==> config.mk <==
export PLATFORM = sky130hd
export DESIGN_NAME = dgob_path
export DESIGN_NICKNAME = d
export VERILOG_FILES = /design/src/hw/dgob_fifo.v /design/src/hw/dgob_path.v
export VERILOG_INCLUDE_DIRS = /design/src /design/src/inc
export SDC_FILE = /design/constraint.sdc
export NUM_CORES = 2
export LEC_CHECK = 0
export ABC_AREA = 1
export BUFFER_PORTS_ARGS = -buffer_cell sky130_fd_sc_hd__buf_2
export CORE_MARGIN = 5
export CORE_UTILIZATION = 51
export CTS_CLUSTER_DIAMETER = 60
export DETAILED_ROUTE_END_ITERATION = 10
export PLACE_DENSITY = 0.7
export SLEW_MARGIN = 20
export SYNTH_ARGS = -nofsm -noshare
export SYNTH_HDL_FRONTEND = slang
export SYNTH_SLANG_ARGS = --single-unit
==> constraint.sdc <==
create_clock -name mclk -period 8.1 [get_ports mclk]
set_input_delay 0.81 -clock mclk [delete_from_list [all_inputs] [get_ports mclk]]
set_output_delay 0.81 -clock mclk [all_outputs]
set_load 0.005 [all_outputs]
==> src/inc/dgob_defs.vh <==
// What this block does
// RQ1: Temperature code readable as low byte then high byte, both read-only.
// RQ2: New temperature conversion starts only when update bit goes zero to one.
// RQ3: Constant offset added only while offset enable bit is one.
// RQ4: Signed 16-bit offset, low and high byte, added to each sample.
// RQ5: Offset and gain held per channel; two-bit page field picks channel.
// RQ6: Signed 5-bit fractional offset in sixteenths of LSB added to I samples.
// RQ7: Unsigned gain multiplier from 0 to 4095/2048 in 1/2048 steps.
// RQ8: Gain is 12 bits: low eight in first register, upper four in second.
// RQ9: Leaving blanking, gain rises by the 12-bit up-step field each cycle; the code adds the field plus one.
// RQ10: Entering blanking, gain falls toward zero by the down-step field; the code subtracts the field plus one.
// RQ11: Read-only 2-bit blanking state code: blanked, down, up, data.
// RQ12: Software must write 0x01 to second datapath setup register before use.
// RQ13: Gain multiplication bypassed while gain stage enable is zero; resets to one.
// RQ14: Ramp stops exactly at target or zero; state then shows data or blanked.
// RQ15: Multi-byte settings are taken into the datapath as whole words.
`ifndef DGOB_DEFS_VH
`define DGOB_DEFS_VH

`define DGOB_A_PAGE 12'h008
`define DGOB_A_DPCTRL 12'h111
`define DGOB_A_TEMP_LO 12'h132
`define DGOB_A_TEMP_HI 12'h133
`define DGOB_A_TEMP_UPD 12'h134
`define DGOB_A_OFF_CTRL 12'h135
`define DGOB_A_OFF_LO 12'h136
`define DGOB_A_OFF_HI 12'h137
`define DGOB_A_FRAC 12'h13A
`define DGOB_A_GAIN_LO 12'h13C
`define DGOB_A_GAIN_HI 12'h13D
`define DGOB_A_UP_LO 12'h140
`define DGOB_A_UP_HI 12'h141
`define DGOB_A_DN_LO 12'h142
`define DGOB_A_DN_HI 12'h143
`define DGOB_A_SETUP2 12'h146
`define DGOB_A_BSTAT 12'h147

`define DGOB_GAIN_EN_BIT 5
`define DGOB_BSTAT_POS 6

`define DGOB_RST_PAGE 2'h3
`define DGOB_RST_GAIN 12'hAEA
`define DGOB_RST_GAIN_LO 8'hEA
`define DGOB_RST_UP_LO 8'h04
`define DGOB_RST_DN_LO 8'h09
`define DGOB_RST_UP 12'h004
`define DGOB_RST_DN 12'h009
`define DGOB_GAIN_UNITY 12'h800

`define DGOB_ST_BLANKED 2'h0
`define DGOB_ST_RAMP_DN 2'h1
`define DGOB_ST_RAMP_UP 2'h2
`define DGOB_ST_DATA 2'h3

`endif

==> src/hw/dgob_fifo.v <==
`timescale 1ns/1ps
module dgob_fifo #(
   parameter WIDTH = 32,
   parameter DEPTH = 8,
   parameter AW = 3
) (
   // Clock and reset
   input wire mclk,
   input wire reset,
   // Fill side
   input wire in_valid,
   output wire in_ready,
   input wire [WIDTH-1:0] in_data,
   // Drain side
   output wire out_valid,
   input wire out_ready,
   output wire [WIDTH-1:0] out_data
);
   reg [WIDTH-1:0] mem_reg [0:DEPTH-1];
   reg [AW-1:0] wptr_reg;
   reg [AW-1:0] rptr_reg;
   reg [AW:0] count_reg;
   wire push;
   wire pop;

   assign in_ready = (count_reg != DEPTH);
   assign out_valid = (count_reg != 0);
   assign out_data = mem_reg[rptr_reg];
   assign push = in_valid & in_ready;
   assign pop = out_valid & out_ready;

   always @(posedge mclk) begin
      if (push) begin
         mem_reg[wptr_reg] <= in_data;
      end
   end

   always @(posedge mclk) begin
      if (reset) begin
         wptr_reg <= {AW{1'b0}};
         rptr_reg <= {AW{1'b0}};
         count_reg <= {(AW+1){1'b0}};
      end else begin
         if (push) begin
            wptr_reg <= (wptr_reg == DEPTH - 1) ? {AW{1'b0}} : wptr_reg + 1'b1;
         end
         if (pop) begin
            rptr_reg <= (rptr_reg == DEPTH - 1) ? {AW{1'b0}} : rptr_reg + 1'b1;
         end
         if (push & ~pop) begin
            count_reg <= count_reg + 1'b1;
         end else if (pop & ~push) begin
            count_reg <= count_reg - 1'b1;
         end
      end
   end
endmodule

==> src/hw/dgob_path.v <==
`timescale 1ns/1ps
`include "dgob_defs.vh"
module dgob_path #(
   parameter FIFO_DEPTH = 8,
   parameter FIFO_AW = 3
) (
   // Clock and reset
   input wire mclk,
   input wire reset,
   // Register port, byte wide
   input wire [11:0] reg_addr,
   input wire reg_wr,
   input wire reg_rd,
   input wire [7:0] reg_wdata,
   output reg [7:0] reg_rdata,
   // Incoming samples, I in [15:0], Q in [31:16]
   input wire s_valid,
   output wire s_ready,
   input wire [31:0] s_data,
   // Conditioned samples to the converters
   output reg m_valid,
   input wire m_ready,
   output reg [31:0] m_data,
   // Blanking requests per channel, asynchronous pins
   input wire [1:0] blank_req,
   // Auxiliary converter for the temperature code
   output reg temp_conv_start,
   input wire temp_conv_done,
   input wire [15:0] temp_code
);
   reg [1:0] page_reg;
   reg gain_en_reg;
   reg temp_upd_reg;
   reg [15:0] temp_reg;
   reg off_en_reg;
   reg [7:0] setup2_reg;
   reg [7:0] rdata_next;

   wire [15:0] off_w [0:1];
   wire [7:0] off_lo_w [0:1];
   wire [4:0] frac_w [0:1];
   wire [7:0] gain_lo_w [0:1];
   wire [11:0] gain_w [0:1];
   wire [7:0] up_lo_w [0:1];
   wire [11:0] up_w [0:1];
   wire [7:0] dn_lo_w [0:1];
   wire [11:0] dn_w [0:1];
   wire [1:0] st_w [0:1];
   wire [31:0] result_w;

   wire fifo_valid;
   wire fifo_ready;
   wire [31:0] fifo_data;
   wire rsel;

   // Samples queue here while the converter side stalls
   dgob_fifo #(
      .WIDTH(32),
      .DEPTH(FIFO_DEPTH),
      .AW(FIFO_AW)
   ) u_fifo (
      .mclk(mclk),
      .reset(reset),
      .in_valid(s_valid),
      .in_ready(s_ready),
      .in_data(s_data),
      .out_valid(fifo_valid),
      .out_ready(fifo_ready),
      .out_data(fifo_data)
   );

   assign fifo_ready = ~m_valid | m_ready;

   always @(posedge mclk) begin
      if (reset) begin
         m_valid <= 1'b0;
         m_data <= 32'h00000000;
      end else if (fifo_ready) begin
         m_valid <= fifo_valid;
         if (fifo_valid) begin
            m_data <= result_w;
         end
      end
   end

   // Shared control registers and temperature readback
   always @(posedge mclk) begin
      if (reset) begin
         page_reg <= `DGOB_RST_PAGE;
         gain_en_reg <= 1'b1;
         temp_upd_reg <= 1'b0;
         temp_reg <= 16'h0000;
         off_en_reg <= 1'b0;
         setup2_reg <= 8'h00;
         temp_conv_start <= 1'b0;
      end else begin
         temp_conv_start <= 1'b0;
         if (temp_conv_done) begin
            temp_reg <= temp_code; // [RQ1]
         end
         if (reg_wr) begin
            case (reg_addr)
               `DGOB_A_PAGE: begin
                  page_reg <= reg_wdata[1:0];
               end
               `DGOB_A_DPCTRL: begin
                  gain_en_reg <= reg_wdata[`DGOB_GAIN_EN_BIT]; // [RQ13]
               end
               `DGOB_A_TEMP_UPD: begin
                  temp_upd_reg <= reg_wdata[0];
                  // A one over a one starts nothing
                  temp_conv_start <= reg_wdata[0] & ~temp_upd_reg; // [RQ2]
               end
               `DGOB_A_OFF_CTRL: begin
                  off_en_reg <= reg_wdata[0];
               end
               `DGOB_A_SETUP2: begin
                  setup2_reg <= reg_wdata; // [RQ12]
               end
               default: begin
               end
            endcase
         end
      end
   end

   genvar ch;
   generate
      for (ch = 0; ch < 2; ch = ch + 1) begin : ch_g
         reg [7:0] off_lo_reg;
         reg [15:0] off_reg;
         reg [4:0] frac_reg;
         reg [7:0] gain_lo_reg;
         reg [11:0] gain_reg;
         reg [7:0] up_lo_reg;
         reg [11:0] up_reg;
         reg [7:0] dn_lo_reg;
         reg [11:0] dn_reg;
         reg [11:0] cur_reg;
         reg [11:0] cur_next;
         reg [1:0] st_reg;
         reg [1:0] st_next;
         reg sync1_reg;
         reg sync2_reg;
         wire wr_ch;
         wire [11:0] target;
         wire [12:0] up_sum;
         wire [12:0] dn_amt;
         wire [15:0] samp;
         wire signed [28:0] prod;
         wire [31:0] offx;
         wire [31:0] fracx;
         wire [31:0] sum;
         wire [20:0] sh;
         wire ovf;

         assign wr_ch = reg_wr & page_reg[ch]; // [RQ5]
         assign off_w[ch] = off_reg;
         assign off_lo_w[ch] = off_lo_reg;
         assign frac_w[ch] = frac_reg;
         assign gain_lo_w[ch] = gain_lo_reg;
         assign gain_w[ch] = gain_reg;
         assign up_lo_w[ch] = up_lo_reg;
         assign up_w[ch] = up_reg;
         assign dn_lo_w[ch] = dn_lo_reg;
         assign dn_w[ch] = dn_reg;
         assign st_w[ch] = st_reg;

         // Low bytes wait in staging; the high byte commits the whole word
         always @(posedge mclk) begin
            if (reset) begin
               off_lo_reg <= 8'h00;
               off_reg <= 16'h0000;
               frac_reg <= 5'h00;
               gain_lo_reg <= `DGOB_RST_GAIN_LO;
               gain_reg <= `DGOB_RST_GAIN;
               up_lo_reg <= `DGOB_RST_UP_LO;
               up_reg <= `DGOB_RST_UP;
               dn_lo_reg <= `DGOB_RST_DN_LO;
               dn_reg <= `DGOB_RST_DN;
            end else if (wr_ch) begin
               case (reg_addr)
                  `DGOB_A_OFF_LO: off_lo_reg <= reg_wdata;
                  `DGOB_A_OFF_HI: off_reg <= {reg_wdata, off_lo_reg}; // [RQ4] [RQ15]
                  `DGOB_A_FRAC: frac_reg <= reg_wdata[4:0];
                  `DGOB_A_GAIN_LO: gain_lo_reg <= reg_wdata;
                  `DGOB_A_GAIN_HI: gain_reg <= {reg_wdata[3:0], gain_lo_reg}; // [RQ8] [RQ15]
                  `DGOB_A_UP_LO: up_lo_reg <= reg_wdata;
                  `DGOB_A_UP_HI: up_reg <= {reg_wdata[3:0], up_lo_reg}; // [RQ15]
                  `DGOB_A_DN_LO: dn_lo_reg <= reg_wdata;
                  `DGOB_A_DN_HI: dn_reg <= {reg_wdata[3:0], dn_lo_reg}; // [RQ15]
                  default: begin
                  end
               endcase
            end
         end

         always @(posedge mclk) begin
            sync1_reg <= blank_req[ch];
            sync2_reg <= sync1_reg;
         end

         // Gain stage off means unity, so blanking still ramps
         assign target = gain_en_reg ? gain_reg : `DGOB_GAIN_UNITY; // [RQ13]
         // Step field zero still moves by one
         assign up_sum = {1'b0, cur_reg} + {1'b0, up_reg} + 13'h0001; // [RQ9]
         assign dn_amt = {1'b0, dn_reg} + 13'h0001; // [RQ10]

         always @* begin
            cur_next = cur_reg;
            st_next = st_reg;
            case (st_reg)
               `DGOB_ST_BLANKED: begin
                  cur_next = 12'h000;
                  if (~sync2_reg) begin
                     st_next = `DGOB_ST_RAMP_UP;
                  end
               end
               `DGOB_ST_RAMP_UP: begin
                  if (sync2_reg) begin
                     st_next = `DGOB_ST_RAMP_DN;
                  end else if (up_sum >= {1'b0, target}) begin
                     cur_next = target; // [RQ14]
                     st_next = `DGOB_ST_DATA;
                  end else begin
                     cur_next = up_sum[11:0]; // [RQ9]
                  end
               end
               `DGOB_ST_RAMP_DN: begin
                  if (~sync2_reg) begin
                     st_next = `DGOB_ST_RAMP_UP;
                  end else if ({1'b0, cur_reg} <= dn_amt) begin
                     cur_next = 12'h000; // [RQ14]
                     st_next = `DGOB_ST_BLANKED;
                  end else begin
                     cur_next = cur_reg - dn_amt[11:0]; // [RQ10]
                  end
               end
               `DGOB_ST_DATA: begin
                  cur_next = target;
                  if (sync2_reg) begin
                     st_next = `DGOB_ST_RAMP_DN;
                  end
               end
               default: begin
                  cur_next = 12'h000;
                  st_next = `DGOB_ST_BLANKED;
               end
            endcase
         end

         always @(posedge mclk) begin
            if (reset) begin
               cur_reg <= 12'h000;
               st_reg <= `DGOB_ST_BLANKED;
            end else begin
               cur_reg <= cur_next;
               st_reg <= st_next;
            end
         end

         // Full precision sum, then one truncation and saturation
         assign samp = fifo_data[ch*16 +: 16];
         assign prod = $signed(samp) * $signed({1'b0, cur_reg}); // [RQ7]
         assign offx = off_en_reg ? {{5{off_reg[15]}}, off_reg, 11'h000} : 32'h00000000; // [RQ3] [RQ4]
         if (ch == 0) begin : frac_g
            assign fracx = off_en_reg ? {{20{frac_reg[4]}}, frac_reg, 7'h00} : 32'h00000000; // [RQ6]
         end else begin : nofrac_g
            assign fracx = 32'h00000000;
         end
         assign sum = {{3{prod[28]}}, prod} + offx + fracx;
         assign sh = sum[31:11];
         assign ovf = (sh[20:15] != {6{sh[20]}});
         assign result_w[ch*16 +: 16] = ovf ? (sh[20] ? 16'h8000 : 16'h7FFF) : sh[15:0];
      end
   endgenerate

   // Readback shows the lowest selected page
   assign rsel = ~page_reg[0];

   always @* begin
      rdata_next = 8'h00;
      case (reg_addr)
         `DGOB_A_PAGE: rdata_next = {6'h00, page_reg};
         `DGOB_A_DPCTRL: rdata_next = {2'h0, gain_en_reg, 5'h00};
         `DGOB_A_TEMP_LO: rdata_next = temp_reg[7:0]; // [RQ1]
         `DGOB_A_TEMP_HI: rdata_next = temp_reg[15:8]; // [RQ1]
         `DGOB_A_TEMP_UPD: rdata_next = {7'h00, temp_upd_reg};
         `DGOB_A_OFF_CTRL: rdata_next = {7'h00, off_en_reg};
         `DGOB_A_OFF_LO: rdata_next = off_lo_w[rsel];
         `DGOB_A_OFF_HI: rdata_next = off_w[rsel][15:8];
         `DGOB_A_FRAC: rdata_next = {3'h0, frac_w[rsel]};
         `DGOB_A_GAIN_LO: rdata_next = gain_lo_w[rsel];
         `DGOB_A_GAIN_HI: rdata_next = {4'h0, gain_w[rsel][11:8]};
         `DGOB_A_UP_LO: rdata_next = up_lo_w[rsel];
         `DGOB_A_UP_HI: rdata_next = {4'h0, up_w[rsel][11:8]};
         `DGOB_A_DN_LO: rdata_next = dn_lo_w[rsel];
         `DGOB_A_DN_HI: rdata_next = {4'h0, dn_w[rsel][11:8]};
         `DGOB_A_SETUP2: rdata_next = setup2_reg;
         `DGOB_A_BSTAT: rdata_next = {st_w[rsel], 6'h00}; // [RQ11]
         default: rdata_next = 8'h00;
      endcase
   end

   always @(posedge mclk) begin
      if (reset) begin
         reg_rdata <= 8'h00;
      end else if (reg_rd) begin
         reg_rdata <= rdata_next;
      end
   end
endmodule

* After elaboration in Yosys (flattened, before gate mapping) *
Memory sizes are Yosys's and may differ from the RTL's. A register that Yosys moved wholly into a read port is not among the register bits.
Cells that the tools add are included.

word-level totals
  bits in registers = 291
  memory bits (writable) = 256
  bits of input ports = 77
  output and inout bits = 43
  logic and storage cells = 223
  memories kept = 1

operators by class
  add/subtract/negate cells = 15
  $mul = 2
  magnitude comparators = 5
  equality and inequality tests = 40
  muxes and demuxes = 72
  bitwise operators = 16
  reduce and logical (&&, ||, !) cells = 33

memories
  name            depth  width  read ports  clocked after Yosys merged registers in  wr ports  line            text
  u_fifo.mem_reg  8      32     1           1                                        1         dgob_fifo.v:19  reg [WIDTH-1:0] mem_reg [0:DEPTH-1];

operators by type and width
  kind                                             count
  two-way mux 12 bit                               19
  == test 12 x 9 -> 1 bit (second input constant)  16
  case mux 8 bit (17 select lines)                 1
  two-way mux 16 bit                               7
  adder 32 bit                                     3
  two-way mux 32 bit                               3
  two-way mux 8 bit                                12
  case mux 12 bit (4 select lines)                 2
  multiplier 16 x 13 -> 29 bit                     2
  AND reduction 2 bit                              26
  two-way mux 2 bit                                15
  adder 12 x 1 -> 13 bit (second input constant)   2
  adder 12 x 12 -> 13 bit                          2
  adder 13 x 1 -> 13 bit (second input constant)   2
  greater-or-equal comparator 13 x 12 -> 1 bit     2
  <= comparator 12 x 13 -> 1 bit                   2
  subtractor 12 bit                                2
  inequality test 2 bit (second input constant)    8
  case mux 2 bit (4 select lines)                  2
  two-way mux 5 bit                                3
  == test 12 x 4 -> 1 bit (second input constant)  1
  two-way mux 3 bit                                4
  inequality test 3 bit (second input constant)    4
  inequality test 5 bit                            2
  other kinds (19)                                 41

* Longest topological paths before layout *
  depth after elaboration = 6
  gate-level depth with buffers = 53
  depth with buffers taken out = 50

* Modules after synthesis *
From an unflattened synthesis, not the netlist that was laid out.

unflattened totals
  cells, all modules = 5383
  area total of the unflattened synthesis = 43351.6 µm²

modules (own cells, without submodules)
  module     times used  cells an instance  area an instance (µm²)
  dgob_path  1           4437               32456.1
  dgob_fifo  1           946                10895.4

* Worst setup path before layout *
No wires, ideal clock.

  kind = reg2reg
  start = reg (tool-made name)
  end = reg m_data[14]
  setup time = 70 ps
  arrival = 8204 ps
  required time = 8030 ps
  setup slack = -174 ps
  cell stages (with the launch flop) = 45
  path buffers = 5
  clock period less this slack = 8274 ps
  cell sequence = dfxtp_1 -> inv_2 -> buf_6 -> buf_2 -> clkbuf_1 -> clkbuf_1 -> nor2_1 -> o221ai_1 -> nand2_1 -> inv_1 -> nand2_1 -> fa_1 -> fa_1 -> inv_1 -> fa_1 -> fa_1 -> inv_1 -> fa_1 -> [9 not listed] -> nand2_1 -> nand2_1 -> nand2_1 -> nand2_1 -> fa_1 -> ha_1 -> a21oi_1 -> o21ai_0 -> a21oi_1 -> o21ai_0 -> a21oi_1 -> nand2_2 -> nand2_2 -> nand2_4 -> a21oi_4 -> buf_6 -> nand4_1 -> a21oi_1

RTL lines
  element               line            text
  end signal, assigned  dgob_path.v:81  m_data <= result_w;
  end, declared         dgob_path.v:23  output reg [31:0] m_data,

==> results.md <==
Timing:
- On the final layout, the worst hold slack is 297 ps.
- Headroom to the max-slew limit came out at 0.284.
- The total count of hold-check failures in the final report is 0.
- In the finished design, the share of the clock period the worst path needs comes to 1.00.
- The final critical-path setup slack is -12.8 ps.
- The worst-case clock skew is 35.0 ps.
- At the pin with the least slew margin, the transition time is 1070 ps.
- The time the final worst path needs with I/O delays and setup is 8110 ps.
- Timing would allow up to 0.123 GHz.
- Setup repair after global routing could not meet its margin everywhere.
- The setup-violating endpoint count in the final report is 1.
- The final-report max-slew violation count is 0.
- After routing, the total negative slack on setup checks comes to -12.8 ps.

Synth:
- The largest total area in the synthesized netlist belongs to sky130_fd_sc_hd__edfxtp_1.
- The number of distinct standard cells referenced by the synthesized netlist is 71.
- The net count after synthesis is 5731.
- By area the synthesized netlist is led by sky130_fd_sc_hd__edfxtp_1 18%, sky130_fd_sc_hd__fa_1 18%, sky130_fd_sc_hd__dfxtp_1 14%.
- The primary flip-flop cell chosen by synthesis mapping is sky130_fd_sc_hd__dfxtp_1.
- The fraction of synthesis flops using an asynchronous set or reset pin is 0.
- The synthesized area is 42100 sq um.
- The count of flip-flops with a built-in enable after synthesis is 256.
- The area share of the leading cell type in the synthesized netlist is 0.183.
- A synthesized cell averages 8.37 sq um.
- The share of synthesized area occupied by flip-flops and latches is 0.322.
- The number of warnings issued by yosys is 0.
- Synthesis produced 5027 cells.
- After synthesis, the most frequently instantiated cells are 886 x sky130_fd_sc_hd__inv_1, 771 x sky130_fd_sc_hd__nand2_1, 610 x sky130_fd_sc_hd__nor2_1, 378 x sky130_fd_sc_hd__fa_1, 362 x sky130_fd_sc_hd__o21ai_0.
- The number of synthesized register bits is 550.
- By instance count, the leading cell after synthesis is sky130_fd_sc_hd__inv_1.

Global routing:
- For this run, global-route usage on met3 was measured as 0.0484.
- The number of antenna violations at the first check in global routing is 10.
- The maximum number of pins on one net before global-route repair is 101.
- In this run the most used layer during global routing was met2.
- For met1 alone, demand over resource in global routing was 0.364.
- The via count of the first global-routing pass is 35677.
- The sum of overflow across all layers after global routing is 0.
- The global-route usage over all layers is 0.275.
- The first-pass GRT wire length is 195000 um.
- For met2 alone, demand over resource in global routing was 0.458.

Critical path:
- The type of the worst setup path is register to register.
- STA puts the critical path data arrival time at 8670 ps.
- The most common cell type on the critical path is sky130_fd_sc_hd__nand2_1.
- The number of cells on the worst reg-to-reg path is 39.
- The largest stage delay on the critical path is 550 ps.
- STA classifies the critical path startpoint as a register.
- At the worst endpoint, the required time is 8660 ps.
- The highest net fanout along the worst path is 17.
- The count of cell instances traversed by the critical path is 39.
- Together, buffers and inverters on the worst path number 10.
- The worst setup path is captured at a register.
- The standard cell with the maximum stage delay on the critical path is sky130_fd_sc_hd__fa_1.
- The critical path's top delay family is adder cells.

Power and ir drop:
- The net switching component of the power is 5.48 mW.
- The maximum resistive drop on vdd is 0.335 mV.
- The share of total power dissipated in combinational logic is 0.532.
- For this design the static power due to leakage is 23.0 nW.
- For this design the ratio of total power to cell area is 266 nW/um^2.
- The internal cell power is 7.84 mW.
- Of the total power, the share spent switching nets is 0.411.
- The share of total power dissipated in the clock network is 0.228.
- The sequential cell fraction of total power is 0.240.

Floorplan:
- The initial standard-cell utilization of the core is 0.513.
- From bottom edge to top edge, the die measures 297 um.
- The die covers 88400 sq um.
- The floorplan step set the die width to 297 um.
- Pin placement for this block handled 120 I/O pins.
- The standard-cell row count is 105.
- After floorplanning, the core was sized to cover 82000 sq um.

Placed design:
- At the end of routability-driven placement, the weighted congestion stood at 0.992.
- The number of buffers added on ports is 119.
- The worst slack after detailed placement is -461 ps.
- The HPWL after detailed placement is 95000 um.
- The post-placement cell area is 46400 sq um.

Flow run:
- Across the run, the number of max-cap violations was 0.

Routing:
- The total detailed-routing wirelength is 126000 um.
- Dividing the detail-routed wire length by the instance count gives 19.2 um.
- For this block, the via count after detailed routing is 36159.
- The detail route stage leaves a number of antenna-violating nets equal to 0.
- For this run, design rule violations remaining after detail routing come to 0.
- The number of iterations in the first detailed-routing pass is 6.
- The via density per instance is 5.51.
- The detailed router finished its first iteration with 3059 violations.

Layout:
- The area growth from synthesis to layout is 19.2%.
- With fillers left out, the area of the finished cells amounts to 50100 sq um.
- The final layout net count is 6143.
- The filler cell count in the final layout is 7008.
- The proportion of layout cells with a drive suffix above 1 is 0.164.
- The register with the most flip-flops in the layout has 256 of them.

Clocking:
- The tree is rooted in a sky130_fd_sc_hd__clkbuf_16.
- The later pin in the worst-skew pair is clocked with a latency of 640 ps.
- The clock-pin slew reported for the worst setup and hold paths after clock tree synthesis is 60 ps.
- In this run the deepest clock path goes through 3 buffers.
- The maximum level of the CTS H-tree is 3.
- Counting the buffers created by CTS gives 70.
- The clock net sink count is 550.
- The number of hold buffers added after CTS was 0.
- TritonCTS built the clock tree.

Hold path:
- Along the worst hold path, the cell count comes to 1.
- The class of the worst hold path is input pin to register.

Status:
- The checks that failed: setup timing.
- The run finished, with violations left.
[layout by cell type, fill, tap and decap left out, drive strengths merged, types with 16 or more instances in the layout]
master	instances
inv	904
nand2	793
nor2	615
buf	521
o21ai	385
fa	378
a21oi	335
dfxtp	294
edfxtp	256
ha	249
nand3	105
clkbuf	86
xor2	76
o221ai	62
nand4	59
a211oi	55
xnor2	47
o211ai	41
nor3	40
clkinv	29
o21bai	18
o22ai	16
[cells by family after synthesis]
family          count (synthesis)  share of synthesized area
compound gates                991                      0.138
xor+xnor                      123                     0.0258
fa+ha+maj                     627                      0.254
buf+inv                      1090                     0.0987
flops                         550                      0.322
mux                            11                    0.00262
simple gates                 1635                      0.159
[layout make-up]
| type | instances | area, sq um | area share |
|---|---|---|---|
| antenna | 8 | 20.0 | 0.000399 |
| clock buffer | 79 | 1820 | 0.0362 |
| clock inverter | 43 | 442 | 0.00881 |
| inverter | 899 | 3400 | 0.0678 |
| multi-input combinational | 3388 | 25400 | 0.506 |
| sequential | 550 | 13600 | 0.271 |
| tap | 1070 | 1340 | 0.0267 |
| timing repair buffer | 530 | 4150 | 0.0828 |
[layer usage]
layer,vias up,wire [um]
li1,17133,-
met1,17394,51800
met2,1317,59100
met3,311,9670
met4,4,5280
met5,-,21
[final timing paths]
path / startpoint / endpoint / slack (ps)
worst max register to register: register / m_data[18] / -10
worst max-delay path: register / m_data[18] / -10
worst min register to register: ch_g[1].sync1_reg / ch_g[1].sync2_reg / 320
worst min-delay path: blank_req[1] / ch_g[1].sync1_reg / 300
[power groups by stage]
stage	sequential (mW)	clock (mW)	combinational [mW]
2_1_floorplan	3.22	0	3.28
3_3_place_gp	3.23	0	6.13
3_5_place_dp	3.23	0	6.23
4_1_cts	3.18	3.08	6.50
5_1_grt	3.21	3.20	7.68
6_report	3.19	3.04	7.09
[timing repair]
action | CTS | global route
gates resized for setup | 77 | 185
cloned | 4 | 7
endpoints found under the setup margin | 32 | 32
pin swaps | 28 | 79
setup buffers | 7 | 16
[through the flow]
step / total power, mW / cells / util
after floorplan: 6.50 / 5027 / -
after global placement: 9.37 / 6403 / 0.566
after detailed placement: 9.46 / 6403 / 0.566
after CTS: 12.8 / 6536 / 0.599
after global routing: 14.1 / 6559 / 0.611
final: 13.3 / 6567 / 0.612
[worst register-to-register path, delay by kind of cell, from the launching register on]
kind	cells	cell delay, ps
and+or+nand+nor	10	1500
DFF	1	400
buffers and inverters	10	1040
xor gates and xnor gates	1	270
AOI/OAI and AO/OA	11	1670
adders and majority gates	7	3180
No activity file was read; power rests on OpenSTA's default activity.
